File: src/logic/scl_map.svh
`ifndef SCL_MAP_SVH
`define SCL_MAP_SVH

`define SCL_CLK_MHZ         20
`define SCL_T_CF2ST0_NS     600
`define SCL_CF2ST0_CYC      ((`SCL_T_CF2ST0_NS * `SCL_CLK_MHZ) / 1000)
`define SCL_T_STATUS_MIN_US 268
`define SCL_STATUS_MIN_CYC  (`SCL_T_STATUS_MIN_US * `SCL_CLK_MHZ)
`define SCL_T_STATUS_MAX_US 1506
`define SCL_STATUS_MAX_CYC  (`SCL_T_STATUS_MAX_US * `SCL_CLK_MHZ)
`define SCL_T_CD2UM_MIN_US  175
`define SCL_T_CD2UM_MAX_US  437
`define SCL_CD2UM_CYC       (`SCL_T_CD2UM_MIN_US * `SCL_CLK_MHZ)
`define SCL_T_CD2CU_NS      40
`define SCL_CD2CU_CYC       ((`SCL_T_CD2CU_NS * `SCL_CLK_MHZ + 999) / 1000)
`define SCL_USR_INIT_CYC    8576
`define SCL_POR_CYC         2000
`define SCL_CFG_BITS        1024
`define SCL_DONE_FALLS      2'h2
`define SCL_CMD_BITS        24'h20
`define SCL_RD_WORD         32'h0300_0000
`define SCL_QUAD_STEP       24'h4
`define SCL_SER_STEP        24'h1

`define SCL_HALF_SEL0       4'h8
`define SCL_HALF_SEL1       4'h4
`define SCL_HALF_SEL2       4'h2
`define SCL_HALF_SEL3       4'h1
`define SCL_SEL_NOMAX       2'h3
`define SCL_SEL_FALLBACK    2'h2

`define SCL_SY_W            9
`define SCL_SY_REQ          0
`define SCL_SY_STAT         1
`define SCL_SY_CLK          2
`define SCL_SY_DATA         3
`define SCL_SY_USR          4
`define SCL_SY_QLO          5
`define SCL_SY_QHI          8
`define SCL_SY_RST          9'h001

`endif

File: src/logic/scl_pkg.sv
package scl_pkg;

  typedef enum logic [3:0] {
    S_POR,
    S_RESET,
    S_RELEASE,
    S_CMD,
    S_LOAD,
    S_COMPLETE,
    S_INIT_OSC,
    S_INIT_WAIT,
    S_INIT_USR,
    S_USER
  } scl_state_t;

  typedef logic [1:0] scl_rate_t;

endpackage

File: src/logic/scl_pin_sync.sv
`timescale 1ns/1ps
module scl_pin_sync #(
  parameter int               WIDTH   = 1,
  parameter logic [WIDTH-1:0] RST_VAL = '0
) (
  // clock and reset
  input  wire logic             i_clk,
  input  wire logic             i_rstn,
  // pins in, filtered levels out
  input  wire logic [WIDTH-1:0] i_pin,
  output logic      [WIDTH-1:0] o_level
);

  logic [WIDTH-1:0] s1_reg;
  logic [WIDTH-1:0] s2_reg;
  logic [WIDTH-1:0] s3_reg;
  logic [WIDTH-1:0] lvl_reg;
  logic [WIDTH-1:0] lvl_next;

  // a bit moves only once stages two and three agree
  always_comb begin
    lvl_next = (s2_reg & ~(s2_reg ^ s3_reg)) | (lvl_reg & (s2_reg ^ s3_reg));
  end

  always_ff @(posedge i_clk or negedge i_rstn) begin
    if (!i_rstn) begin
      s1_reg  <= RST_VAL;
      s2_reg  <= RST_VAL;
      s3_reg  <= RST_VAL;
      lvl_reg <= RST_VAL;
    end else begin
      s1_reg  <= i_pin;
      s2_reg  <= s1_reg;
      s3_reg  <= s2_reg;
      lvl_reg <= lvl_next;
    end
  end

  assign o_level = lvl_reg;

endmodule

File: src/logic/scl_loader.sv
`timescale 1ns/1ps
`include "scl_map.svh"
// Operation
// - active clock in four selectable rate ranges
// - chained devices never use top rate
// - quad mode takes four bits per cycle
// - init clock from oscillator or user clock
// - flash output launched on clock falling edge
// - request low in user mode restarts
// - complete and status low within 600 ns
// - status low between 268 and 1506 us; code holds it 268 us minimum, no maximum
// - status released after request returns high
// - externally held status low postpones loading
// - status low through power-on delay
// - complete low until data accepted
// - complete rises only after all data
// - data pin becomes user pin afterwards
// - init-done pin low until initialization ends
// - oscillator init lasts 175 to 437 us
// - user clock init needs 8576 cycles
module scl_loader
  import scl_pkg::*;
#(
  parameter int CONFIG_BITS    = `SCL_CFG_BITS,
  parameter int POR_CYC        = `SCL_POR_CYC,
  parameter int STATUS_MIN_CYC = `SCL_STATUS_MIN_CYC,
  parameter int USR_INIT_CYC   = `SCL_USR_INIT_CYC
) (
  // clock and reset
  input  wire logic       i_clk,
  input  wire logic       i_rstn,
  // options
  input  wire logic       i_active_serial_scheme,
  input  wire logic       i_quad_mode,
  input  wire scl_rate_t  i_rate_sel,
  input  wire logic       i_multi_device,
  input  wire logic       i_use_user_clk,
  input  wire logic       i_init_done_opt,
  input  wire logic       i_data_pin_user,
  // handshake pins
  input  wire logic       i_config_request_n,
  input  wire logic       i_config_status_n,
  output logic            o_config_status_n,
  output logic            o_config_status_n_oe,
  output logic            o_config_complete,
  // configuration clock pin
  input  wire logic       i_config_clock,
  output logic            o_config_clock,
  output logic            o_config_clock_oe,
  // data pins
  input  wire logic       i_serial_config_data,
  input  wire logic [3:0] i_quad_flash_bus,
  output logic            o_flash_serial_out,
  output logic            o_flash_select_n,
  input  wire logic       i_user_init_clock,
  // initialization
  output logic            o_init_done,
  output logic            o_init_done_oe,
  output logic            o_user_mode,
  output logic            o_user_io_data,
  // accepted configuration data
  output logic [3:0]      o_cfg_bits,
  output logic            o_cfg_bits_wide,
  output logic            o_cfg_valid
);

  localparam logic [15:0] POR_LIM = 16'(POR_CYC - 1);
  localparam logic [15:0] ST_LIM  = 16'(STATUS_MIN_CYC - 1);
  localparam logic [15:0] OSC_LIM = 16'(`SCL_CD2UM_CYC - 1);
  localparam logic [15:0] CU_LIM  = 16'(`SCL_CD2CU_CYC);
  localparam logic [15:0] USR_LIM = 16'(USR_INIT_CYC - 1);
  localparam logic [23:0] CFG_LIM = 24'(CONFIG_BITS);

  ////////////////////////////////////////////////////////////////////////
  // pin sampling

  logic [`SCL_SY_W-1:0] sy_lvl;
  logic                 req_hi;
  logic                 stat_hi;
  logic                 sy_clk;
  logic                 sy_data;
  logic                 sy_usr;
  logic [3:0]           sy_quad;

  scl_pin_sync #(
    .WIDTH   (`SCL_SY_W),
    .RST_VAL (`SCL_SY_RST)
  ) u_sync (
    .i_clk   (i_clk),
    .i_rstn  (i_rstn),
    .i_pin   ({i_quad_flash_bus, i_user_init_clock, i_serial_config_data,
               i_config_clock, i_config_status_n, i_config_request_n}),
    .o_level (sy_lvl)
  );

  assign req_hi  = sy_lvl[`SCL_SY_REQ];
  assign stat_hi = sy_lvl[`SCL_SY_STAT];
  assign sy_clk  = sy_lvl[`SCL_SY_CLK];
  assign sy_data = sy_lvl[`SCL_SY_DATA];
  assign sy_usr  = sy_lvl[`SCL_SY_USR];
  assign sy_quad = sy_lvl[`SCL_SY_QHI:`SCL_SY_QLO];

  ////////////////////////////////////////////////////////////////////////
  // state

  scl_state_t  state_reg,   state_next;
  logic [15:0] tmr_reg,     tmr_next;
  logic [23:0] bit_cnt_reg, bit_cnt_next;
  logic [31:0] cmd_reg,     cmd_next;
  logic [1:0]  fall_reg,    fall_next;
  logic [3:0]  div_reg,     div_next;
  scl_rate_t   sel_reg,     sel_next;
  logic        cclk_reg,    cclk_next;
  logic        pclk_reg,    pusr_reg;
  logic        so_reg,      so_next;
  logic        cs_n_reg,    cs_n_next;
  logic        st_oe_reg,   st_oe_next;
  logic        cmpl_reg,    cmpl_next;
  logic        clk_oe_reg,  clk_oe_next;
  logic        init_oe_reg, init_oe_next;
  logic        user_reg,    user_next;
  logic        uio_reg,     uio_next;
  logic [3:0]  bits_reg,    bits_next;
  logic        wide_reg,    wide_next;
  logic        valid_reg,   valid_next;
  logic        lo_reg;
  logic [3:0]  half;
  logic        clk_run;
  logic        as_fall;
  logic        fall_ev;
  logic        smp_ev;
  logic [23:0] bit_add;

  always_comb begin
    case (sel_reg)
      2'h0:    half = `SCL_HALF_SEL0;
      2'h1:    half = `SCL_HALF_SEL1;
      2'h2:    half = `SCL_HALF_SEL2;
      default: half = `SCL_HALF_SEL3;
    endcase
  end

  // clock idles high so the first toggle is a launching fall
  assign clk_run = i_active_serial_scheme &&
                   (state_reg inside {S_CMD, S_LOAD, S_COMPLETE});
  assign as_fall = clk_run && (div_reg == half - 4'h1) && cclk_reg;
  assign fall_ev = i_active_serial_scheme ? as_fall : (pclk_reg && !sy_clk);
  // active: flash data set up before our fall; passive: host rise
  assign smp_ev  = i_active_serial_scheme ? as_fall
                                          : (!pclk_reg && sy_clk);
  assign bit_add = bit_cnt_reg + ((i_active_serial_scheme && i_quad_mode)
                   ? `SCL_QUAD_STEP : `SCL_SER_STEP);

  always_comb begin
    state_next   = state_reg;
    tmr_next     = tmr_reg;
    bit_cnt_next = bit_cnt_reg;
    cmd_next     = cmd_reg;
    fall_next    = fall_reg;
    so_next      = so_reg;
    bits_next    = bits_reg;
    wide_next    = wide_reg;
    valid_next   = 1'b0;
    div_next     = div_reg;
    cclk_next    = cclk_reg;
    sel_next     = (i_multi_device && i_rate_sel == `SCL_SEL_NOMAX)
                   ? `SCL_SEL_FALLBACK : i_rate_sel;
    if (clk_run) begin
      if (div_reg == half - 4'h1) begin
        div_next  = 4'h0;
        cclk_next = !cclk_reg;
      end else begin
        div_next = div_reg + 4'h1;
      end
    end
    case (state_reg)
      S_POR: begin
        if (tmr_reg == POR_LIM) begin
          state_next = S_RELEASE;
          tmr_next   = 16'h0;
        end else begin
          tmr_next = tmr_reg + 16'h1;
        end
      end
      S_RESET: begin
        // park high while deselected, else select drops onto a stray rise
        cclk_next = 1'b1;
        if (tmr_reg != 16'hffff) begin
          tmr_next = tmr_reg + 16'h1;
        end
        if (req_hi && tmr_reg >= ST_LIM) begin
          state_next = S_RELEASE;
        end
      end
      S_RELEASE: begin
        if (stat_hi) begin
          tmr_next     = 16'h0;
          bit_cnt_next = 24'h0;
          fall_next    = 2'h0;
          cmd_next     = `SCL_RD_WORD;
          div_next     = 4'h0;
          cclk_next    = 1'b1;
          state_next   = i_active_serial_scheme ? S_CMD : S_LOAD;
        end
      end
      S_CMD: begin
        if (as_fall) begin
          if (bit_cnt_reg == `SCL_CMD_BITS) begin
            bit_cnt_next = 24'h0;
            state_next   = S_LOAD;
          end else begin
            so_next      = cmd_reg[31];
            cmd_next     = {cmd_reg[30:0], 1'b0};
            bit_cnt_next = bit_cnt_reg + `SCL_SER_STEP;
          end
        end
      end
      S_LOAD: begin
        if (smp_ev) begin
          valid_next   = 1'b1;
          bit_cnt_next = bit_add;
          wide_next    = i_active_serial_scheme && i_quad_mode;
          if (!i_active_serial_scheme) begin
            bits_next = {3'h0, sy_data};
          end else if (i_quad_mode) begin
            bits_next = sy_quad;
          end else begin
            bits_next = {3'h0, sy_quad[1]};
          end
          if (bit_add >= CFG_LIM) begin
            state_next = S_COMPLETE;
            fall_next  = 2'h0;
          end
        end
      end
      S_COMPLETE: begin
        if (fall_ev) begin
          fall_next = fall_reg + 2'h1;
          if (fall_reg == `SCL_DONE_FALLS - 2'h1) begin
            tmr_next   = 16'h0;
            state_next = i_use_user_clk ? S_INIT_WAIT : S_INIT_OSC;
          end
        end
      end
      S_INIT_OSC: begin
        if (tmr_reg == OSC_LIM) begin
          state_next = S_USER;
        end else begin
          tmr_next = tmr_reg + 16'h1;
        end
      end
      S_INIT_WAIT: begin
        // user clock is ignored until this hold-off has passed
        if (tmr_reg == CU_LIM) begin
          tmr_next   = 16'h0;
          state_next = S_INIT_USR;
        end else begin
          tmr_next = tmr_reg + 16'h1;
        end
      end
      S_INIT_USR: begin
        if (sy_usr && !pusr_reg) begin
          if (tmr_reg == USR_LIM) begin
            state_next = S_USER;
          end else begin
            tmr_next = tmr_reg + 16'h1;
          end
        end
      end
      S_USER: begin
        state_next = S_USER;
      end
      default: begin
        state_next = S_POR;
      end
    endcase
    // request low restarts from anywhere once power-on is over
    if (!req_hi && state_reg != S_POR && state_reg != S_RESET) begin
      state_next = S_RESET;
      tmr_next   = 16'h0;
    end
    st_oe_next   = state_next inside {S_POR, S_RESET};
    cmpl_next    = state_next inside {S_COMPLETE, S_INIT_OSC, S_INIT_WAIT,
                                      S_INIT_USR, S_USER};
    cs_n_next    = !(i_active_serial_scheme &&
                     (state_next inside {S_CMD, S_LOAD}));
    clk_oe_next  = i_active_serial_scheme;
    init_oe_next = i_init_done_opt &&
                   (state_next inside {S_COMPLETE, S_INIT_OSC, S_INIT_WAIT,
                                       S_INIT_USR});
    user_next    = state_next == S_USER;
    uio_next     = user_next && i_data_pin_user && sy_data;
  end

  always_ff @(posedge i_clk or negedge i_rstn) begin
    if (!i_rstn) begin
      state_reg   <= S_POR;
      tmr_reg     <= 16'h0;
      bit_cnt_reg <= 24'h0;
      cmd_reg     <= 32'h0;
      fall_reg    <= 2'h0;
      div_reg     <= 4'h0;
      sel_reg     <= 2'h0;
      cclk_reg    <= 1'b1;
      pclk_reg    <= 1'b0;
      pusr_reg    <= 1'b0;
      so_reg      <= 1'b0;
      cs_n_reg    <= 1'b1;
      st_oe_reg   <= 1'b1;
      cmpl_reg    <= 1'b0;
      clk_oe_reg  <= 1'b0;
      init_oe_reg <= 1'b0;
      user_reg    <= 1'b0;
      uio_reg     <= 1'b0;
      bits_reg    <= 4'h0;
      wide_reg    <= 1'b0;
      valid_reg   <= 1'b0;
      lo_reg      <= 1'b0;
    end else begin
      state_reg   <= state_next;
      tmr_reg     <= tmr_next;
      bit_cnt_reg <= bit_cnt_next;
      cmd_reg     <= cmd_next;
      fall_reg    <= fall_next;
      div_reg     <= div_next;
      sel_reg     <= sel_next;
      cclk_reg    <= cclk_next;
      pclk_reg    <= sy_clk;
      pusr_reg    <= sy_usr;
      so_reg      <= so_next;
      cs_n_reg    <= cs_n_next;
      st_oe_reg   <= st_oe_next;
      cmpl_reg    <= cmpl_next;
      clk_oe_reg  <= clk_oe_next;
      init_oe_reg <= init_oe_next;
      user_reg    <= user_next;
      uio_reg     <= uio_next;
      bits_reg    <= bits_next;
      wide_reg    <= wide_next;
      valid_reg   <= valid_next;
      lo_reg      <= 1'b0;
    end
  end

  // open-drain lines only ever pull low
  assign o_config_status_n    = lo_reg;
  assign o_config_status_n_oe = st_oe_reg;
  assign o_config_complete    = cmpl_reg;
  assign o_config_clock       = cclk_reg;
  assign o_config_clock_oe    = clk_oe_reg;
  assign o_flash_serial_out   = so_reg;
  assign o_flash_select_n     = cs_n_reg;
  assign o_init_done          = lo_reg;
  assign o_init_done_oe       = init_oe_reg;
  assign o_user_mode          = user_reg;
  assign o_user_io_data       = uio_reg;
  assign o_cfg_bits           = bits_reg;
  assign o_cfg_bits_wide      = wide_reg;
  assign o_cfg_valid          = valid_reg;

  ////////////////////////////////////////////////////////////////////////
  // checks

  logic [15:0] lo_cnt;

  always_ff @(posedge i_clk or negedge i_rstn) begin
    if (!i_rstn) begin
      lo_cnt <= 16'h0;
    end else if (!st_oe_reg) begin
      lo_cnt <= 16'h0;
    end else if (lo_cnt != 16'hffff) begin
      lo_cnt <= lo_cnt + 16'h1;
    end
  end
endmodule

File: config.mk
export PLATFORM = sky130hd
export DESIGN_NAME = scl_loader
export DESIGN_NICKNAME = d
export VERILOG_FILES = /design/src/logic/scl_pkg.sv /design/src/logic/scl_pin_sync.sv /design/src/logic/scl_loader.sv
export VERILOG_INCLUDE_DIRS = /design/src /design/src/logic
export SDC_FILE = /design/constraint.sdc
export NUM_CORES = 1
export LEC_CHECK = 0
export ABC_AREA = 1
export CORE_UTILIZATION = 40
export CTS_BUF_LIST = sky130_fd_sc_hd__clkbuf_4 sky130_fd_sc_hd__clkbuf_8 sky130_fd_sc_hd__clkbuf_16
export CTS_CLUSTER_SIZE = 14
export DETAILED_ROUTE_END_ITERATION = 8
export DONT_BUFFER_PORTS = 1
export HOLD_SLACK_MARGIN = 0.02
export PLACE_DENSITY = 0.63
export SETUP_SLACK_MARGIN = 0.5
export SKIP_CTS_REPAIR_TIMING = 1
export SYNTH_ARGS = -nofsm -noshare
export SYNTH_HDL_FRONTEND = slang
export SYNTH_SLANG_ARGS = --single-unit
File: constraint.sdc
create_clock -name i_clk -period 6.9 [get_ports i_clk]
set_clock_uncertainty 0.2 [all_clocks]
set_input_delay 1.38 -clock i_clk [delete_from_list [all_inputs] [get_ports i_clk]]
set_output_delay 1.38 -clock i_clk [all_outputs]
set_load 0.005 [all_outputs]
==> summary.txt <==
Die
  – Width of the die: 128 um
  – I/O Pins: 36
  – Die height: approximately 130 um
  – Full die area: about 16000 um2
  – Core area: about 15000 um2
  – Num rows: 45
  – Initial Utilization: 0.414

Global routing
  – First-pass GRT wire length: roughly 26000 um
  – Gr usage total: 0.201
  – Vias in the first global route: 5102
  – Largest net degree at the start of global routing: 114
  – Antenna violations before repair: 0
  – Grt ovf: 0

Yosys
  – Compound-Gate Fraction of Synth Area: 0.117
  – Post-synth EDFFs: 0
  – Synth warn: 0
  – Post-synth top area share: 0.418
  – Synth Cell Area: about 6300 um2
  – Async SR Flop Fraction: 1.00
  – Top post-synthesis cells by area: dfrtp_1, nand2_1, nor2_1
  – Syn_area_per_cell: roughly 7.5 um2
  – Sequential area share after synthesis: 0.447
  – Post-Synth Adder-Cell Area: 0.0320
  – Largest family of logic cells by synthesized area: simple AND/OR/NAND/NOR gates
  – Gate Count Post-Synth: between 800 and 900
  – Synth Area in XOR/XNOR: 0.0332
  – Mux contribution to synthesized area: 0
  – Area leader, netlist: dfrtp_1
  – Post-Synth Simple-Gate Area: 0.292
  – Register bit total from synthesis: 113
  – Number of distinct library cells after synthesis: 44
  – Most used DFF post-synth: dfrtp_1

Finish
  – Share of cells above drive strength 1: 0.0712
  – Max reg flops: 24
  – Most frequent cells in the layout: nand2_1, nor2_1, dfrtp_1
  – Final Cell Area: about 7100 um2
  – Register area: about 2800 um2
  – Most common library cell in the layout ignoring fill and taps: nand2_1
  – Nets: just under 900
  – FILL cells: 1601
  – # diodes: 0
  – Multi-input logic area: 3010 um2
  – Area delta synth->final: 12.0%

STA
  – Final number of hold-violating endpoints: 0
  – Worst Max-Slew Pin Slew: between 0.8 and 0.9 ns
  – Final slew viol count: 0
  – Final period util: 0.524
  – Endpoints failing setup: 0
  – Final WS setup: roughly 3.3 ns
  – Fmax achieved: approximately 280 MHz
  – Hold slack final: approximately 0.15 ns
  – Period minus WS final: 3.62 ns
  – Setup tns final: 0 ns
  – Unrepaired setup endpoints after global routing: false
  – Slew margin rel.: 0.465

Clocking
  – Total CTS buffers: 17
  – Clock-pin slew on the worst setup and hold paths: 0.06 ns
  – Worst-skew pair later-pin latency: between 0.4 and 0.5 ns
  – Root buffer cell: clkbuf_16
  – Clock sink count: between 100 and 150
  – Clk buf depth: 2
  – CTS tree: done
  – CTS H-Tree Depth: 4

Worst setup path
  – Reg2Reg Setup Slack: between 3 and 4 ns
  – Reg-to-reg endpoint: bit_cnt_reg[1]
  – CP Launch Type: flip-flop
  – Arr. time, crit path: between 3 and 4 ns
  – Crit end category: flip-flop
  – Crit path top cell by count: nand2_1
  – CP Max Fanout: 37
  – Worst r2r path cells: 9
  – Worst setup path category: reg2reg
  – Crit path required time: about 7 ns
  – Worst reg2reg path startpoint: state_reg[3]
  – Critical-path cell list: nor2_2 > nand2_1 > inv_1 > nor3_1 > a21oi_1 > nand2_1 > inv_2 > nor2_1 > a31oi_1
  – CP max-delay cell: inv_1
  – Slowest stage delay, CP: roughly 0.67 ns

Placed design
  – Setup WS pre-CTS: 3.06 ns
  – Gp weighted congestion: just over 0.9
  – Port Buf Inserts: 0
  – Placed cell area: 6510 um2
  – Hpwl dp: ~11000 um

Route
  – First-iteration detailed-routing DRC count: ~420
  – Routed Antenna Nets: 0
  – First drt pass iteration count: 5
  – WL/cell: ~14 um
  – DRT Wirelength: 15300 um
  – Drt drc: 0
  – DR vias/cell: 5.08
  – Via count: ~5400

Power and ir drop
  – Pwr dens: between 300 and 400 nW/um2
  – Net Sw Power: about 1 mW
  – Total power: ~2.5 mW
  – Pleak: between 3 and 4 nW
  – Switching part of the total: 0.386
  – Clk pwr share: 0.348
  – Seq pwr share: 0.345
  – Int Pwr: 1.56 mW
  – VDD IR max: 0.209 mV
  – Combinational power share: 0.308

Worst hold path
  – Worst Hold Launch: u_sync.s1_reg[4]
  – Hold Path Sink: u_sync.s2_reg[4]
  – Worst Hold Class: reg2reg
  – Worst hold path depth: 0

Status
  – Status: completed

Flow run
  – Max-Cap Viols: 0
==> critical path: cells and delay by family (launching register included) <==
family	cells	cell delay, ns
AO/OA/AOI/OAI	2	0.30
buffers and inverters	2	1.27
flip-flops	1	0.45
AND/OR/NAND/NOR	5	1.31
==> logic make-up after synthesis <==
group           count (synthesis)
other cells                     1
simple gates                  433
fa+ha+maj                      18
buf+inv                       122
flops                         113
xor+xnor                       24
compound gates                131
==> cell usage after synthesis, types with 2 or more instances <==
master,instances
nand3_1,60
maj3_1,9
dfstp_2,7
dfrtp_1,106
o211ai_1,4
o22ai_1,17
nor4_1,3
nand2_1,209
inv_1,96
buf_4,3
nor2_1,111
o21ai_0,31
buf_2,7
a22oi_1,4
nor2_4,3
o32ai_1,2
o21a_1,2
nor3_1,14
a21oi_1,36
and2_1,2
buf_6,2
ha_1,9
nor2_2,6
nand2_2,2
xor2_1,21
nand4_1,19
o21ai_1,24
xnor2_1,3
inv_2,7
a31oi_1,3
clkbuf_1,7
==> routing by layer <==
metal	GRT usage	part of all wire	vias up
met5	0	0	-
met4	0.0540	0.014	0
met3	0.0538	0.054	21
met2	0.327	0.47	125
met1	0.264	0.46	2513
li1	-	-	2766
==> layout make-up <==
class                      count  share of cell area
clock inverter                13              0.0208
timing repair buffer           1             0.00106
multi-input combinational    608               0.424
inverter                     103              0.0544
tap                          211              0.0372
clock buffer                  19              0.0629
sequential                   113               0.399
==> stage by stage <==
| step | utilization | instances |
|---|---|---|
| 2_1_floorplan | - | 843 |
| 3_3_place_gp | 0.425 | 1036 |
| 3_5_place_dp | 0.425 | 1036 |
| 4_1_cts | 0.464 | 1068 |
| 5_1_grt | 0.464 | 1068 |
| 6_report | 0.464 | 1068 |
==> power groups by stage <==
stage          Sequential (mW)  Clock (mW)  Combinational [mW]
2_1_floorplan            0.851           0               0.629
3_3_place_gp             0.884           0               0.765
3_5_place_dp             0.884           0               0.771
4_1_cts                  0.874       0.900               0.775
5_1_grt                  0.888       0.928               0.891
6_report                 0.873       0.881               0.779
==> worst max-delay path by stage <==
stage                                 startpoint                end  slack, ns  cells after the start
final                               state_reg[3]     bit_cnt_reg[1]       3.28                      9
after global routing                state_reg[3]     bit_cnt_reg[7]       2.97                      8
after CTS                           state_reg[3]     bit_cnt_reg[1]       3.32                      9
after detailed placement  i_active_serial_scheme  o_config_complete       3.06                     16
after global placement    i_active_serial_scheme  o_config_complete       3.13                     16
after floorplan           i_active_serial_scheme  o_config_complete       3.45                     16
Note: power is estimated with default switching activity, not from simulation.
